===== src/period_timer_pkg.sv =====
// Package of constants for the 8-bit period-match timer.
// Assumes an APB slave with 8-bit addresses and 32-bit data on pclk.
package period_timer_pkg;

	// ======================================================
	// Register byte offsets
	localparam logic [7:0] OFF_TIMER_CONTROL = 8'h00;
	localparam logic [7:0] OFF_PERIOD_VALUE = 8'h04;
	localparam logic [7:0] OFF_TIMER_COUNT = 8'h08;
	localparam logic [7:0] OFF_PERIPH_FLAG = 8'h0C;
	localparam logic [7:0] OFF_PERIPH_ENABLE = 8'h10;

	// ======================================================
	// Field positions of timer_control
	localparam int CTRL_PRE_LSB = 0;
	localparam int CTRL_RUN_BIT = 2;
	localparam int CTRL_POST_LSB = 3;
	localparam int CTRL_POST_MSB = 6;
	// Field position of match flag and its enable
	localparam int MATCH_BIT = 1;

	// ======================================================
	// Values after reset
	localparam logic [6:0] RST_TIMER_CONTROL = 7'h00;
	localparam logic [7:0] RST_PERIOD_VALUE = 8'hFF;
	localparam logic [7:0] RST_TIMER_COUNT = 8'h00;
	localparam logic [3:0] RST_SCALER = 4'h0;

	// ======================================================
	// Cycle counts
	// Instruction clock is pclk divided by four
	localparam logic [1:0] INST_PHASE_LAST = 2'h3;
	// Last prescaler state for divide by 1, 4 and 16
	localparam logic [3:0] PRE_LAST_DIV1 = 4'h0;
	localparam logic [3:0] PRE_LAST_DIV4 = 4'h3;
	localparam logic [3:0] PRE_LAST_DIV16 = 4'hF;
	// Prescale select codes
	localparam logic [1:0] PRE_SEL_DIV1 = 2'h0;
	localparam logic [1:0] PRE_SEL_DIV4 = 2'h1;

endpackage


===== src/period_match_timer.sv =====
// 8-bit period-match timer with prescaler, postscaler, match flag and APB registers.
// Assumes one clock pclk (the oscillator), APB master on the same clock, low reset.
//
// Local design decisions: register access over APB and the placing of the registers.
`timescale 1ns/100ps

module period_match_timer
	import period_timer_pkg::*;
(
	input wire logic pclk,
	input wire logic presetn,
	input wire logic psel,
	input wire logic penable,
	input wire logic pwrite,
	input wire logic [7:0] paddr,
	input wire logic [31:0] pwdata,
	output logic [31:0] prdata,
	output logic pready,
	output logic pslverr,
	output logic irq,
	output logic match_pulse,
	output logic timer_shift_clk
);

	// ======================================================
	// State
	logic [6:0] timer_control;
	logic [7:0] period_value;
	logic [7:0] timer_count;
	logic match_flag;
	logic match_irq_enable;
	logic [1:0] inst_phase;
	logic [3:0] pre_cnt;
	logic [3:0] post_cnt;

	// ======================================================
	// APB decode
	wire logic access_wr = psel && penable && pwrite;
	wire logic hit_ctrl = (paddr == OFF_TIMER_CONTROL);
	wire logic hit_period = (paddr == OFF_PERIOD_VALUE);
	wire logic hit_count = (paddr == OFF_TIMER_COUNT);
	wire logic hit_flag = (paddr == OFF_PERIPH_FLAG);
	wire logic hit_enable = (paddr == OFF_PERIPH_ENABLE);
	wire logic hit_any = hit_ctrl || hit_period || hit_count || hit_flag || hit_enable;
	wire logic ctrl_wr = access_wr && hit_ctrl;
	wire logic period_wr = access_wr && hit_period;
	wire logic cnt_wr = access_wr && hit_count;
	wire logic flag_wr = access_wr && hit_flag;
	wire logic enable_wr = access_wr && hit_enable;

	// Zero wait states; unmapped addresses answer with an error
	assign pready = 1'b1;
	assign pslverr = psel && penable && !hit_any;

	// ======================================================
	// Control fields
	wire logic [1:0] prescale_select = timer_control[CTRL_PRE_LSB +: 2];
	wire logic timer_run = timer_control[CTRL_RUN_BIT];
	wire logic [3:0] postscale_select = timer_control[CTRL_POST_MSB:CTRL_POST_LSB];

	// Prescaler terminal state per select code
	wire logic [3:0] pre_last = (prescale_select == PRE_SEL_DIV1) ? PRE_LAST_DIV1 :
		(prescale_select == PRE_SEL_DIV4) ? PRE_LAST_DIV4 : PRE_LAST_DIV16;

	// ======================================================
	// Tick and match generation
	wire logic inst_tick = (inst_phase == INST_PHASE_LAST);
	wire logic tick = timer_run && inst_tick && (pre_cnt == pre_last);
	wire logic count_eq = (timer_count == period_value);
	wire logic match_now = tick && count_eq;
	wire logic post_expire = match_now && (post_cnt == postscale_select);
	wire logic scaler_clear = ctrl_wr || cnt_wr;

	// Instruction-clock phase, free running
	always_ff @(posedge pclk or negedge presetn) begin
		if (!presetn) begin
			inst_phase <= 2'h0;
		end else begin
			inst_phase <= inst_phase + 2'h1;
		end
	end

	// Prescaler: held while off, cleared by control and count writes
	always_ff @(posedge pclk or negedge presetn) begin
		if (!presetn) begin
			pre_cnt <= RST_SCALER;
		end else if (scaler_clear) begin
			pre_cnt <= RST_SCALER;
		end else if (tick) begin
			pre_cnt <= RST_SCALER;
		end else if (timer_run && inst_tick) begin
			pre_cnt <= pre_cnt + 4'h1;
		end
	end

	// Count register: software write wins over the tick
	always_ff @(posedge pclk or negedge presetn) begin
		if (!presetn) begin
			timer_count <= RST_TIMER_COUNT;
		end else if (cnt_wr) begin
			timer_count <= pwdata[7:0];
		end else if (match_now) begin
			timer_count <= RST_TIMER_COUNT;
		end else if (tick) begin
			timer_count <= timer_count + 8'h01;
		end
	end

	// Postscaler counts matches
	always_ff @(posedge pclk or negedge presetn) begin
		if (!presetn) begin
			post_cnt <= RST_SCALER;
		end else if (scaler_clear) begin
			post_cnt <= RST_SCALER;
		end else if (post_expire) begin
			post_cnt <= RST_SCALER;
		end else if (match_now) begin
			post_cnt <= post_cnt + 4'h1;
		end
	end

	// Unscaled match pulse and toggling shift clock
	always_ff @(posedge pclk or negedge presetn) begin
		if (!presetn) begin
			match_pulse <= 1'b0;
			timer_shift_clk <= 1'b0;
		end else begin
			match_pulse <= match_now;
			timer_shift_clk <= timer_shift_clk ^ match_now;
		end
	end

	// ======================================================
	// Software registers
	always_ff @(posedge pclk or negedge presetn) begin
		if (!presetn) begin
			timer_control <= RST_TIMER_CONTROL;
			period_value <= RST_PERIOD_VALUE;
			match_irq_enable <= 1'b0;
		end else begin
			if (ctrl_wr) begin
				timer_control <= pwdata[6:0];
			end
			if (period_wr) begin
				period_value <= pwdata[7:0];
			end
			if (enable_wr) begin
				match_irq_enable <= pwdata[MATCH_BIT];
			end
		end
	end

	// Match flag: set by postscaler, write one to clear, set wins
	always_ff @(posedge pclk or negedge presetn) begin
		if (!presetn) begin
			match_flag <= 1'b0;
		end else if (post_expire) begin
			match_flag <= 1'b1;
		end else if (flag_wr && pwdata[MATCH_BIT]) begin
			match_flag <= 1'b0;
		end
	end

	// Interrupt level gated by enable
	assign irq = match_flag && match_irq_enable;

	// ======================================================
	// Read data, captured in the setup cycle
	wire logic [31:0] next_prdata = hit_ctrl ? {25'h0, timer_control} :
		hit_period ? {24'h0, period_value} :
		hit_count ? {24'h0, timer_count} :
		hit_flag ? {30'h0, match_flag, 1'b0} :
		hit_enable ? {30'h0, match_irq_enable, 1'b0} : 32'h0;

	always_ff @(posedge pclk or negedge presetn) begin
		if (!presetn) begin
			prdata <= 32'h0;
		end else if (psel && !penable) begin
			prdata <= next_prdata;
		end
	end

	// ======================================================
	// Check helpers: cycles since the last tick
	// Cleared by any scaler clear that is not itself a tick,
	// so only gaps between two undisturbed ticks are judged
	logic [6:0] tick_gap;
	logic tick_clean;

	always_ff @(posedge pclk or negedge presetn) begin
		if (!presetn) begin
			tick_gap <= 7'h00;
			tick_clean <= 1'b0;
		end else begin
			if (tick) begin
				tick_gap <= 7'h00;
			end else if (tick_gap != 7'h7F) begin
				tick_gap <= tick_gap + 7'h01; // Saturates
			end
			if (tick) begin
				tick_clean <= 1'b1;
			end else if (scaler_clear) begin
				tick_clean <= 1'b0;
			end
		end
	end
endmodule


===== config.mk =====
export PLATFORM = sky130hd
export DESIGN_NAME = period_match_timer
export DESIGN_NICKNAME = d
export VERILOG_FILES = /design/src/period_timer_pkg.sv /design/src/period_match_timer.sv
export SDC_FILE = /design/constraint.sdc
export NUM_CORES = 1
export LEC_CHECK = 0
export ABC_AREA = 1
export BUFFER_PORTS_ARGS = -buffer_cell sky130_fd_sc_hd__clkbuf_2
export CORE_ASPECT_RATIO = 1.5
export CORE_UTILIZATION = 57
export DETAILED_ROUTE_END_ITERATION = 10
export GPL_TIMING_DRIVEN = 0
export PLACE_DENSITY = 0.86
export SLEW_MARGIN = 10
export SYNTH_ARGS = -nofsm -noshare
export SYNTH_HDL_FRONTEND = slang
export SYNTH_SLANG_ARGS = --single-unit

===== constraint.sdc =====
create_clock -name pclk -period 3.4 [get_ports pclk]
set_input_delay 0.68 -clock pclk [delete_from_list [all_inputs] [get_ports pclk]]
set_output_delay 0.68 -clock pclk [all_outputs]
set_load 0.005 [all_outputs]

# Yosys cells after proc, flatten, opt, wreduce, memory -nomap -nowiden
# Cells that the tools add are included.
dict set report op_classes {
  add_sub_neg 4
  n_eq_ne 9
  mux 18
  n_bitwise 1
  n_reduce_logical 28
}
# operator n
set ops {}
lappend ops {{$mux W8} 6}
lappend ops {{$mux W4} 8}
lappend ops {{$eq A8 B4 Y1 const B} 2}
lappend ops {{$logic_and A1 B1 Y1} 15}
lappend ops {{$reduce_bool A3 Y1} 3}
lappend ops {{$add A4 B1 Y4 const B} 2}
lappend ops {{$add A8 B1 Y8 const B} 1}
lappend ops {{$eq A4 B4 Y1} 2}
lappend ops {{$eq A8 B3 Y1 const B} 1}
lappend ops {{$eq A8 B5 Y1 const B} 1}
lappend ops {{$eq A8 B8 Y1} 1}
lappend ops {{$logic_not A8 Y1} 1}
lappend ops {{$logic_or A1 B1 Y1} 5}
lappend ops {{$mux W2} 2}
lappend ops {{$add A2 B1 Y2 const B} 1}
lappend ops {{$eq A2 B1 Y1 const B} 1}
lappend ops {{$eq A2 B2 Y1 const B} 1}
lappend ops {{$logic_not A1 Y1} 2}
lappend ops {{$logic_not A2 Y1} 1}
lappend ops {{$mux W1} 2}
lappend ops {{$reduce_bool A2 Y1} 1}
lappend ops {{$xor A1 B1 Y1} 1}
dict set report totals {
  ff_bits 69
  in_bits 45
  elab_cells 71
}

# Longest topological paths before layout
# Gate-level depths: netlist of the first run.
dict set report logic_depth {
  depth_word 9
  mapped_depth 10
}

# Worst setup path before layout of the first run
# Ideal clock, no wire load.
dict set report synth_path {
  path_kind {input-to-output}
  start {input paddr[4]}
  end {output pslverr}
  arrival_time_ns 1.342
  required_ns 2.720
  slack_ns 1.378
  path_stages 5
  n_path_buf 1
  cell_sequence {nor2_1 -> nand2_2 -> inv_4 -> buf_4 -> a211oi_1}
}
dict set report synth_between {
  elab_chain_cells 7
}
# item line_no
set synth_lines {}
lappend synth_lines {{start: declaration} period_match_timer.sv:15} ;# input wire logic [7:0] paddr,
lappend synth_lines {{$eq A8 B3 Y1 or $logic_not A8 Y1 (tied branches)} {period_match_timer.sv:40, period_match_timer.sv:39}}
lappend synth_lines {{$logic_or A1 B1 Y1 (3 in series)} period_match_timer.sv:44} ;# wire logic hit_any = hit_ctrl || hit_period || hit_count || hit_flag || hit_enable;
lappend synth_lines {{$logic_or A1 B1 Y1 *} period_match_timer.sv:44}
lappend synth_lines {{$logic_not A1 Y1 *} period_match_timer.sv:53} ;# assign pslverr = psel && penable && !hit_any;
lappend synth_lines {{$logic_and A1 B1 Y1 *} period_match_timer.sv:53}
lappend synth_lines {{end: declaration} period_match_timer.sv:19} ;# output logic pslverr,
# Mark *: on every way between the ends. The rest lies on a longest branch, timed or not.

# Worst setup path in the final report of the first run
dict set report layout_path {
  start {input paddr[7]}
  end {output pslverr}
}
# The elaborated chain is that of the path after synthesis.

==> results of run 1 <==
[Yosys cell counts, drive strengths merged, types with 4 or more instances]
library cell,number
buf,32
xor2,7
xnor2,6
inv,64
nor2,30
dfrtp,37
dfstp,8
nand3,48
o21ai,35
a21oi,5
ha,4
nand2,117
nand4,9
[power breakdown]
group | total (mW) | switching (mW) | internal [mW]
combinational | 0.123 | 0.0729 | 0.0499
clock | 0.417 | 0.177 | 0.240
sequential | 0.555 | 0.00953 | 0.546
[registers in the layout, summed over array words and instances, names as in the netlist]
register          flops
inst_phase            2
match_flag            1
match_irq_enable      1
match_pulse           1
period_value          8
post_cnt              4
prdata                8
pre_cnt               4
timer_control         7
timer_count           8
timer_shift_clk       1
[final timing paths]
kind / startpoint / to / depth (start not counted)
max: paddr[7] / pslverr / 7
min: inst_phase[0] / inst_phase[0] / 1
max reg2reg: inst_phase[0] / timer_count[0] / 9
min reg2reg: inst_phase[0] / inst_phase[0] / 1
max in group asynchronous: presetn / timer_shift_clk / 1
min in group asynchronous: presetn / pre_cnt[2] / 1
[layout make-up]
class | instances | share of cell area, %
Sequential cell | 45 | 33.2
Timing Repair Buffer | 32 | 4.69
Clock inverter | 1 | 0.879
Inverter | 64 | 7.10
Tap cell | 66 | 2.42
Multi-Input combinational cell | 291 | 42.1
Buffer | 32 | 7.03
Clock buffer | 7 | 2.53
[layer usage]
metal	up-vias	routed length (um)	GRT usage, %	share of wire (%)
met2	129	3320	46.3	49
met4	0	410	18.8	6.1
met1	1221	2590	31.2	39
met5	-	0	0	0
met3	34	399	4.44	5.9
li1	1353	-	-	-
[cell families (layout without fill, tap and decap cells)]
family / after synthesis / count (layout) / synth area share (%)
other: 2 / 25 / 0.253
DFF: 45 / 45 / 38.2
adders and majority gates: 4 / 4 / 1.68
buffers and inverters: 96 / 136 / 16.3
and+or+nand+nor: 206 / 206 / 32.0
AOI/OAI and AO/OA: 43 / 43 / 7.75
xor gates and xnor gates: 13 / 13 / 3.83
==> impl_metrics.py, run 1 <==
metrics = {
    "run_status": {
        "outcome": "finished clean",
    },
    "clocking": {
        "postCtsResizedCells": 0,
        "clockBufferDepth": 2,
        "insertion_delay_ps": 300,
        "clkSinkCount": 45,
        "numCtsBuffers": 5,
        "cts_tree": "built",
        "post_cts_buffers": 0,
        "cts.clk_slew.worst_paths_ps": 70,
        "ctsHtreeMaxLevel": 2,
        "hold_buffers": 0,
        "cts-root-buf": "clkbuf_8",
    },
    "placement": {
        "io_buffer_count": 32,
        "post_dp_cell_area_um2": 3300,
        "hpwl_um": 5230,
        "dp.cells": 530,
        "dp_slack_ps": 1130,
        "routabilityCongestion": 0.923,
    },
    "yosys": {
        "ys_seq_area_share_pct": 38.2,
        "syn_avg_cell_area_um2": 7.27,
        "async_flop_share_pct": 100,
        "synth_top_area_share_pct": 31.2,
        "synth_top_area_cell": "dfrtp_1",
        "synthCells": 409,
        "synth_edf_count": 0,
        "yosys_warnings": 0,
        "yosysUniqueCellTypes": 30,
        "synth_ff_type": "dfrtp_1",
        "synth.area.top_cells": "dfrtp_1, nand2_1, inv_1, dfstp_2, nand3_1",
        "syn-cell-area_um2": 2970,
        "synth-seq-cells": 45,
    },
    "final_layout": {
        "fin_cells": 538,
        "antenna_cells": 0,
        "final_layout_size_suffix_gt1_share_pct": 22.5,
        "stdcell_area_um2": 3420,
        "layout.nets": 520,
        "area_growth_pct": 15.0,
        "layout_common_cells": "nand2_1, inv_1, nand3_1",
        "layout_commonest_cell": "nand2_1",
        "fillers": 414,
        "fin_util_pct": 69.4,
        "seq_area_um2": 1140,
        "multiInputGateArea_um2": 1440,
    },
    "critical_path": {
        "critPathLaunchType": "input pin",
        "ff2ff_setup_slack_ps": 1760,
        "crit_top_cell": "clkbuf_2",
        "crit_fanout": 10,
        "crit_type": "input pin to primary output",
        "crit_path_top_delay_cell": "a211oi_1",
        "required_ps": 2720,
        "max_stage_delay_ps": 230,
        "cp_top_family": "buffers and inverters",
        "cp_num_buf_inv": 4,
        "arrival_ps": 1580,
        "cp_cell_sequence": "clkbuf_2 -> nor2_1 -> nand2_2 -> inv_4 -> buf_4 -> a211oi_1 -> clkbuf_2",
        "end_kind": "primary output",
    },
    "sta": {
        "fin_skew_ps": 8.34,
        "fin_ws_ps": 1140,
        "relSlewSlack_pct": 26.5,
        "setup_violations": 0,
        "min_period_ps": 2260,
        "tightestPinTransition_ps": 1100,
        "hold_ws_ps": 425,
        "hold_viol": 0,
        "rsz0062_at_grt": "no",
        "tns_ps": 0,
        "finalMaxSlewViolations": 0,
        "max_freq_mhz": 442,
        "fin_crit_sh_pct": 66.6,
    },
    "die": {
        "die_area_um2": 5510,
        "start_util_pct": 60.3,
        "row_count": 31,
        "io_pins": 82,
        "die_height_um": 90.4,
        "fp.dieW_um": 61.0,
        "core_area_um2": 4930,
    },
    "global_route": {
        "grt_first_pass_wirelength_um": 11600,
        "antenna_found_initial": 0,
        "grt_pass1_vias": 2703,
        "gr-usage-all-layers_pct": 27.9,
        "grt_max_degree": 46,
        "grt_overflow_total": 0,
    },
    "detailed_routing": {
        "postRouteAntennaNets": 0,
        "viasPerCell": 5.09,
        "dr.pass1.iters": 4,
        "routedWlPerCell_um": 12.5,
        "drcViolationCount": 0,
        "vias": 2737,
        "wirelength_um": 6730,
        "drt_first_iter_violations": 154,
    },
    "power_and_ir_drop": {
        "total_power_mw": 1.09,
        "power.leakage_nw": 1.91,
        "ir_worst_vdd_mv": 0.203,
        "power_density_nw_per_um2": 320,
    },
    "min_path": {
        "hold_class": "flip-flop to flip-flop",
    },
    "flow_run": {
        "max-cap-violations": 0,
    },
}
(Power assumes the default switching activity.)
==> inputs of run 2 (changes only) <==
CORE_UTILIZATION = 53   (was 57)
PLACE_DENSITY = 0.81   (was 0.86)
clock period = 2.1 ns   (was 3.4 ns; I/O delays follow)
==> run 2 against run 1 <==
  * Hold slack worse by 95 ps
  * Non-clock buffer count up 2
  * Flip-flop and latch count unchanged
  * Global-route usage down 3.6 points
  * Critical path type unchanged
==> impl_metrics.py, run 2 (synthesis results as in run 1) <==
metrics = {
    "final_layout": {
        "area_growth_pct": 16.2,
        "stdcell_area_um2": 3450,
        "antenna_cells": 0,
        "fin_util_pct": 63.3,
        "final_layout_size_suffix_gt1_share_pct": 22.6,
        "reg.largest.list": "period_value: 8 flops, prdata: 8 flops, timer_count: 8 flops",
        "layout_common_cells": "nand2_1, inv_1, nand3_1",
        "layout_commonest_cell": "nand2_1",
        "layout.nets": 522,
        "fillers": 480,
    },
    "sta": {
        "tns_ps": 0,
        "finalMaxSlewViolations": 0,
        "fin_skew_ps": 5.67,
        "hold_viol": 0,
        "rsz0062_at_grt": "no",
        "min_period_ps": 1750,
        "hold_ws_ps": 330,
        "max_freq_mhz": 573,
        "setup_violations": 0,
        "fin_crit_sh_pct": 83.2,
    },
    "detailed_routing": {
        "vias": 2703,
        "postRouteAntennaNets": 0,
        "routedWlPerCell_um": 12.5,
        "drt_first_iter_violations": 137,
        "wirelength_um": 6800,
        "dr.pass1.iters": 5,
        "drcViolationCount": 0,
        "viasPerCell": 4.97,
    },
    "global_route": {
        "gr-usage-all-layers_pct": 24.3,
        "grt_first_pass_wirelength_um": 10900,
        "grt_pass1_vias": 2375,
        "grt_overflow_total": 0,
        "grt_max_degree": 46,
        "antenna_found_initial": 0,
    },
    "power_and_ir_drop": {
        "power_frac_clock_pct": 38.2,
        "ir_worst_vdd_mv": 0.346,
        "pwr-share-comb_pct": 11.6,
        "swShare_pct": 24.2,
        "p_sw_uw": 434,
        "power.leakage_nw": 1.93,
        "seqPwrFrac_pct": 50.2,
        "p_int_mw": 1.36,
        "power_density_nw_per_um2": 519,
    },
    "run_status": {
        "outcome": "finished clean",
    },
    "clocking": {
        "insertion_delay_ps": 300,
        "cts-root-buf": "clkbuf_8",
        "numCtsBuffers": 5,
        "clockBufferDepth": 2,
        "cts_tree": "built",
        "clkSinkCount": 45,
        "ctsHtreeMaxLevel": 2,
        "cts.clk_slew.worst_paths_ps": 80,
    },
    "die": {
        "die_area_um2": 5920,
        "die_height_um": 93.7,
        "fp.dieW_um": 63.1,
        "row_count": 33,
        "io_pins": 82,
        "core_area_um2": 5450,
        "start_util_pct": 54.5,
    },
    "placement": {
        "hpwl_um": 5120,
        "io_buffer_count": 32,
        "routabilityCongestion": 0.883,
        "post_dp_cell_area_um2": 3310,
    },
    "critical_path": {
        "crit_fanout": 10,
        "cp_top_family": "buffers and inverters",
        "cp_num_buf_inv": 4,
        "crit_top_cell": "clkbuf_2",
        "cp_cell_sequence": "clkbuf_2 -> nor2_1 -> nand2_2 -> inv_4 -> buf_4 -> a211oi_1 -> clkbuf_2",
        "arrival_ps": 1330,
        "end_kind": "primary output",
        "required_ps": 1680,
        "crit_path_top_delay_cell": "a211oi_1",
        "max_stage_delay_ps": 220,
        "critPathLaunchType": "input pin",
        "crit_type": "input pin to primary output",
    },
    "min_path": {
        "hold_class": "input pin to flip-flop",
    },
    "flow_run": {
        "max-cap-violations": 0,
    },
}
run 2: repair_timing:
action	in CTS	in global routing
buffers inserted	0	0
hold buffers	0	1
hold endpoints to repair	0	3
resized for setup	0	0
run 2: final cells by class:
type                            instances  area [um2]  area share [%]
Multi-Input combinational cell        291        1440            41.7
Timing Repair Buffer                   34         190            5.51
Clock inverter                          1        30.0           0.870
Clock buffer                            7        86.3            2.50
Inverter                               64         243            7.03
Buffer                                 32         240            6.96
Tap cell                               70        87.6            2.54
Sequential cell                        45        1140            32.9
run 2: worst paths after layout:
| check | start | depth (start not counted) | slack [ps] | endpoint |
|---|---|---|---|---|
| worst max-delay path | paddr[4] | 7 | 350 | pslverr |
| worst min-delay path | pwdata[7] | 3 | 330 | period_value[7] |
| worst max register to register | period_value[6] | 7 | 410 | timer_count[2] |
| worst min register to register | inst_phase[0] | 1 | 430 | inst_phase[0] |
| max in group asynchronous | presetn | 3 | 1000 | period_value[5] |
| min in group asynchronous | presetn | 2 | 540 | match_pulse |
run 2: worst min-delay path, stage by stage:
cell and delay [ps]:
clkbuf_2 80, inv_1 60, o21ai_1 70
run 2: layer usage:
layer	track usage, %	vias to the layer above	routed length, um	part of all wire (%)
met5	0	-	0	0
met4	14.9	0	350	5.1
met3	4.00	27	317	4.7
met2	40.8	100	3330	49
met1	28.7	1207	2800	41
li1	-	1369	-	-
run 2: power groups by stage:
stage / logic [mW] / registers (mW) / clock network (mW)
after global placement: 0.194 / 0.914 / 0
after floorplan: 0.131 / 0.912 / 0
after CTS: 0.201 / 0.898 / 0.689
after global routing: 0.232 / 0.901 / 0.736
final: 0.207 / 0.899 / 0.685
after detailed placement: 0.199 / 0.915 / 0
run 2: stage by stage:
stage,power [mW],worst slack (ps),std cells
finish,1.79,354,544
detailed placement,1.11,354,534
CTS,1.79,349,542
global route,1.87,251,544
floorplan,1.04,598,432
global placement,1.11,365,534
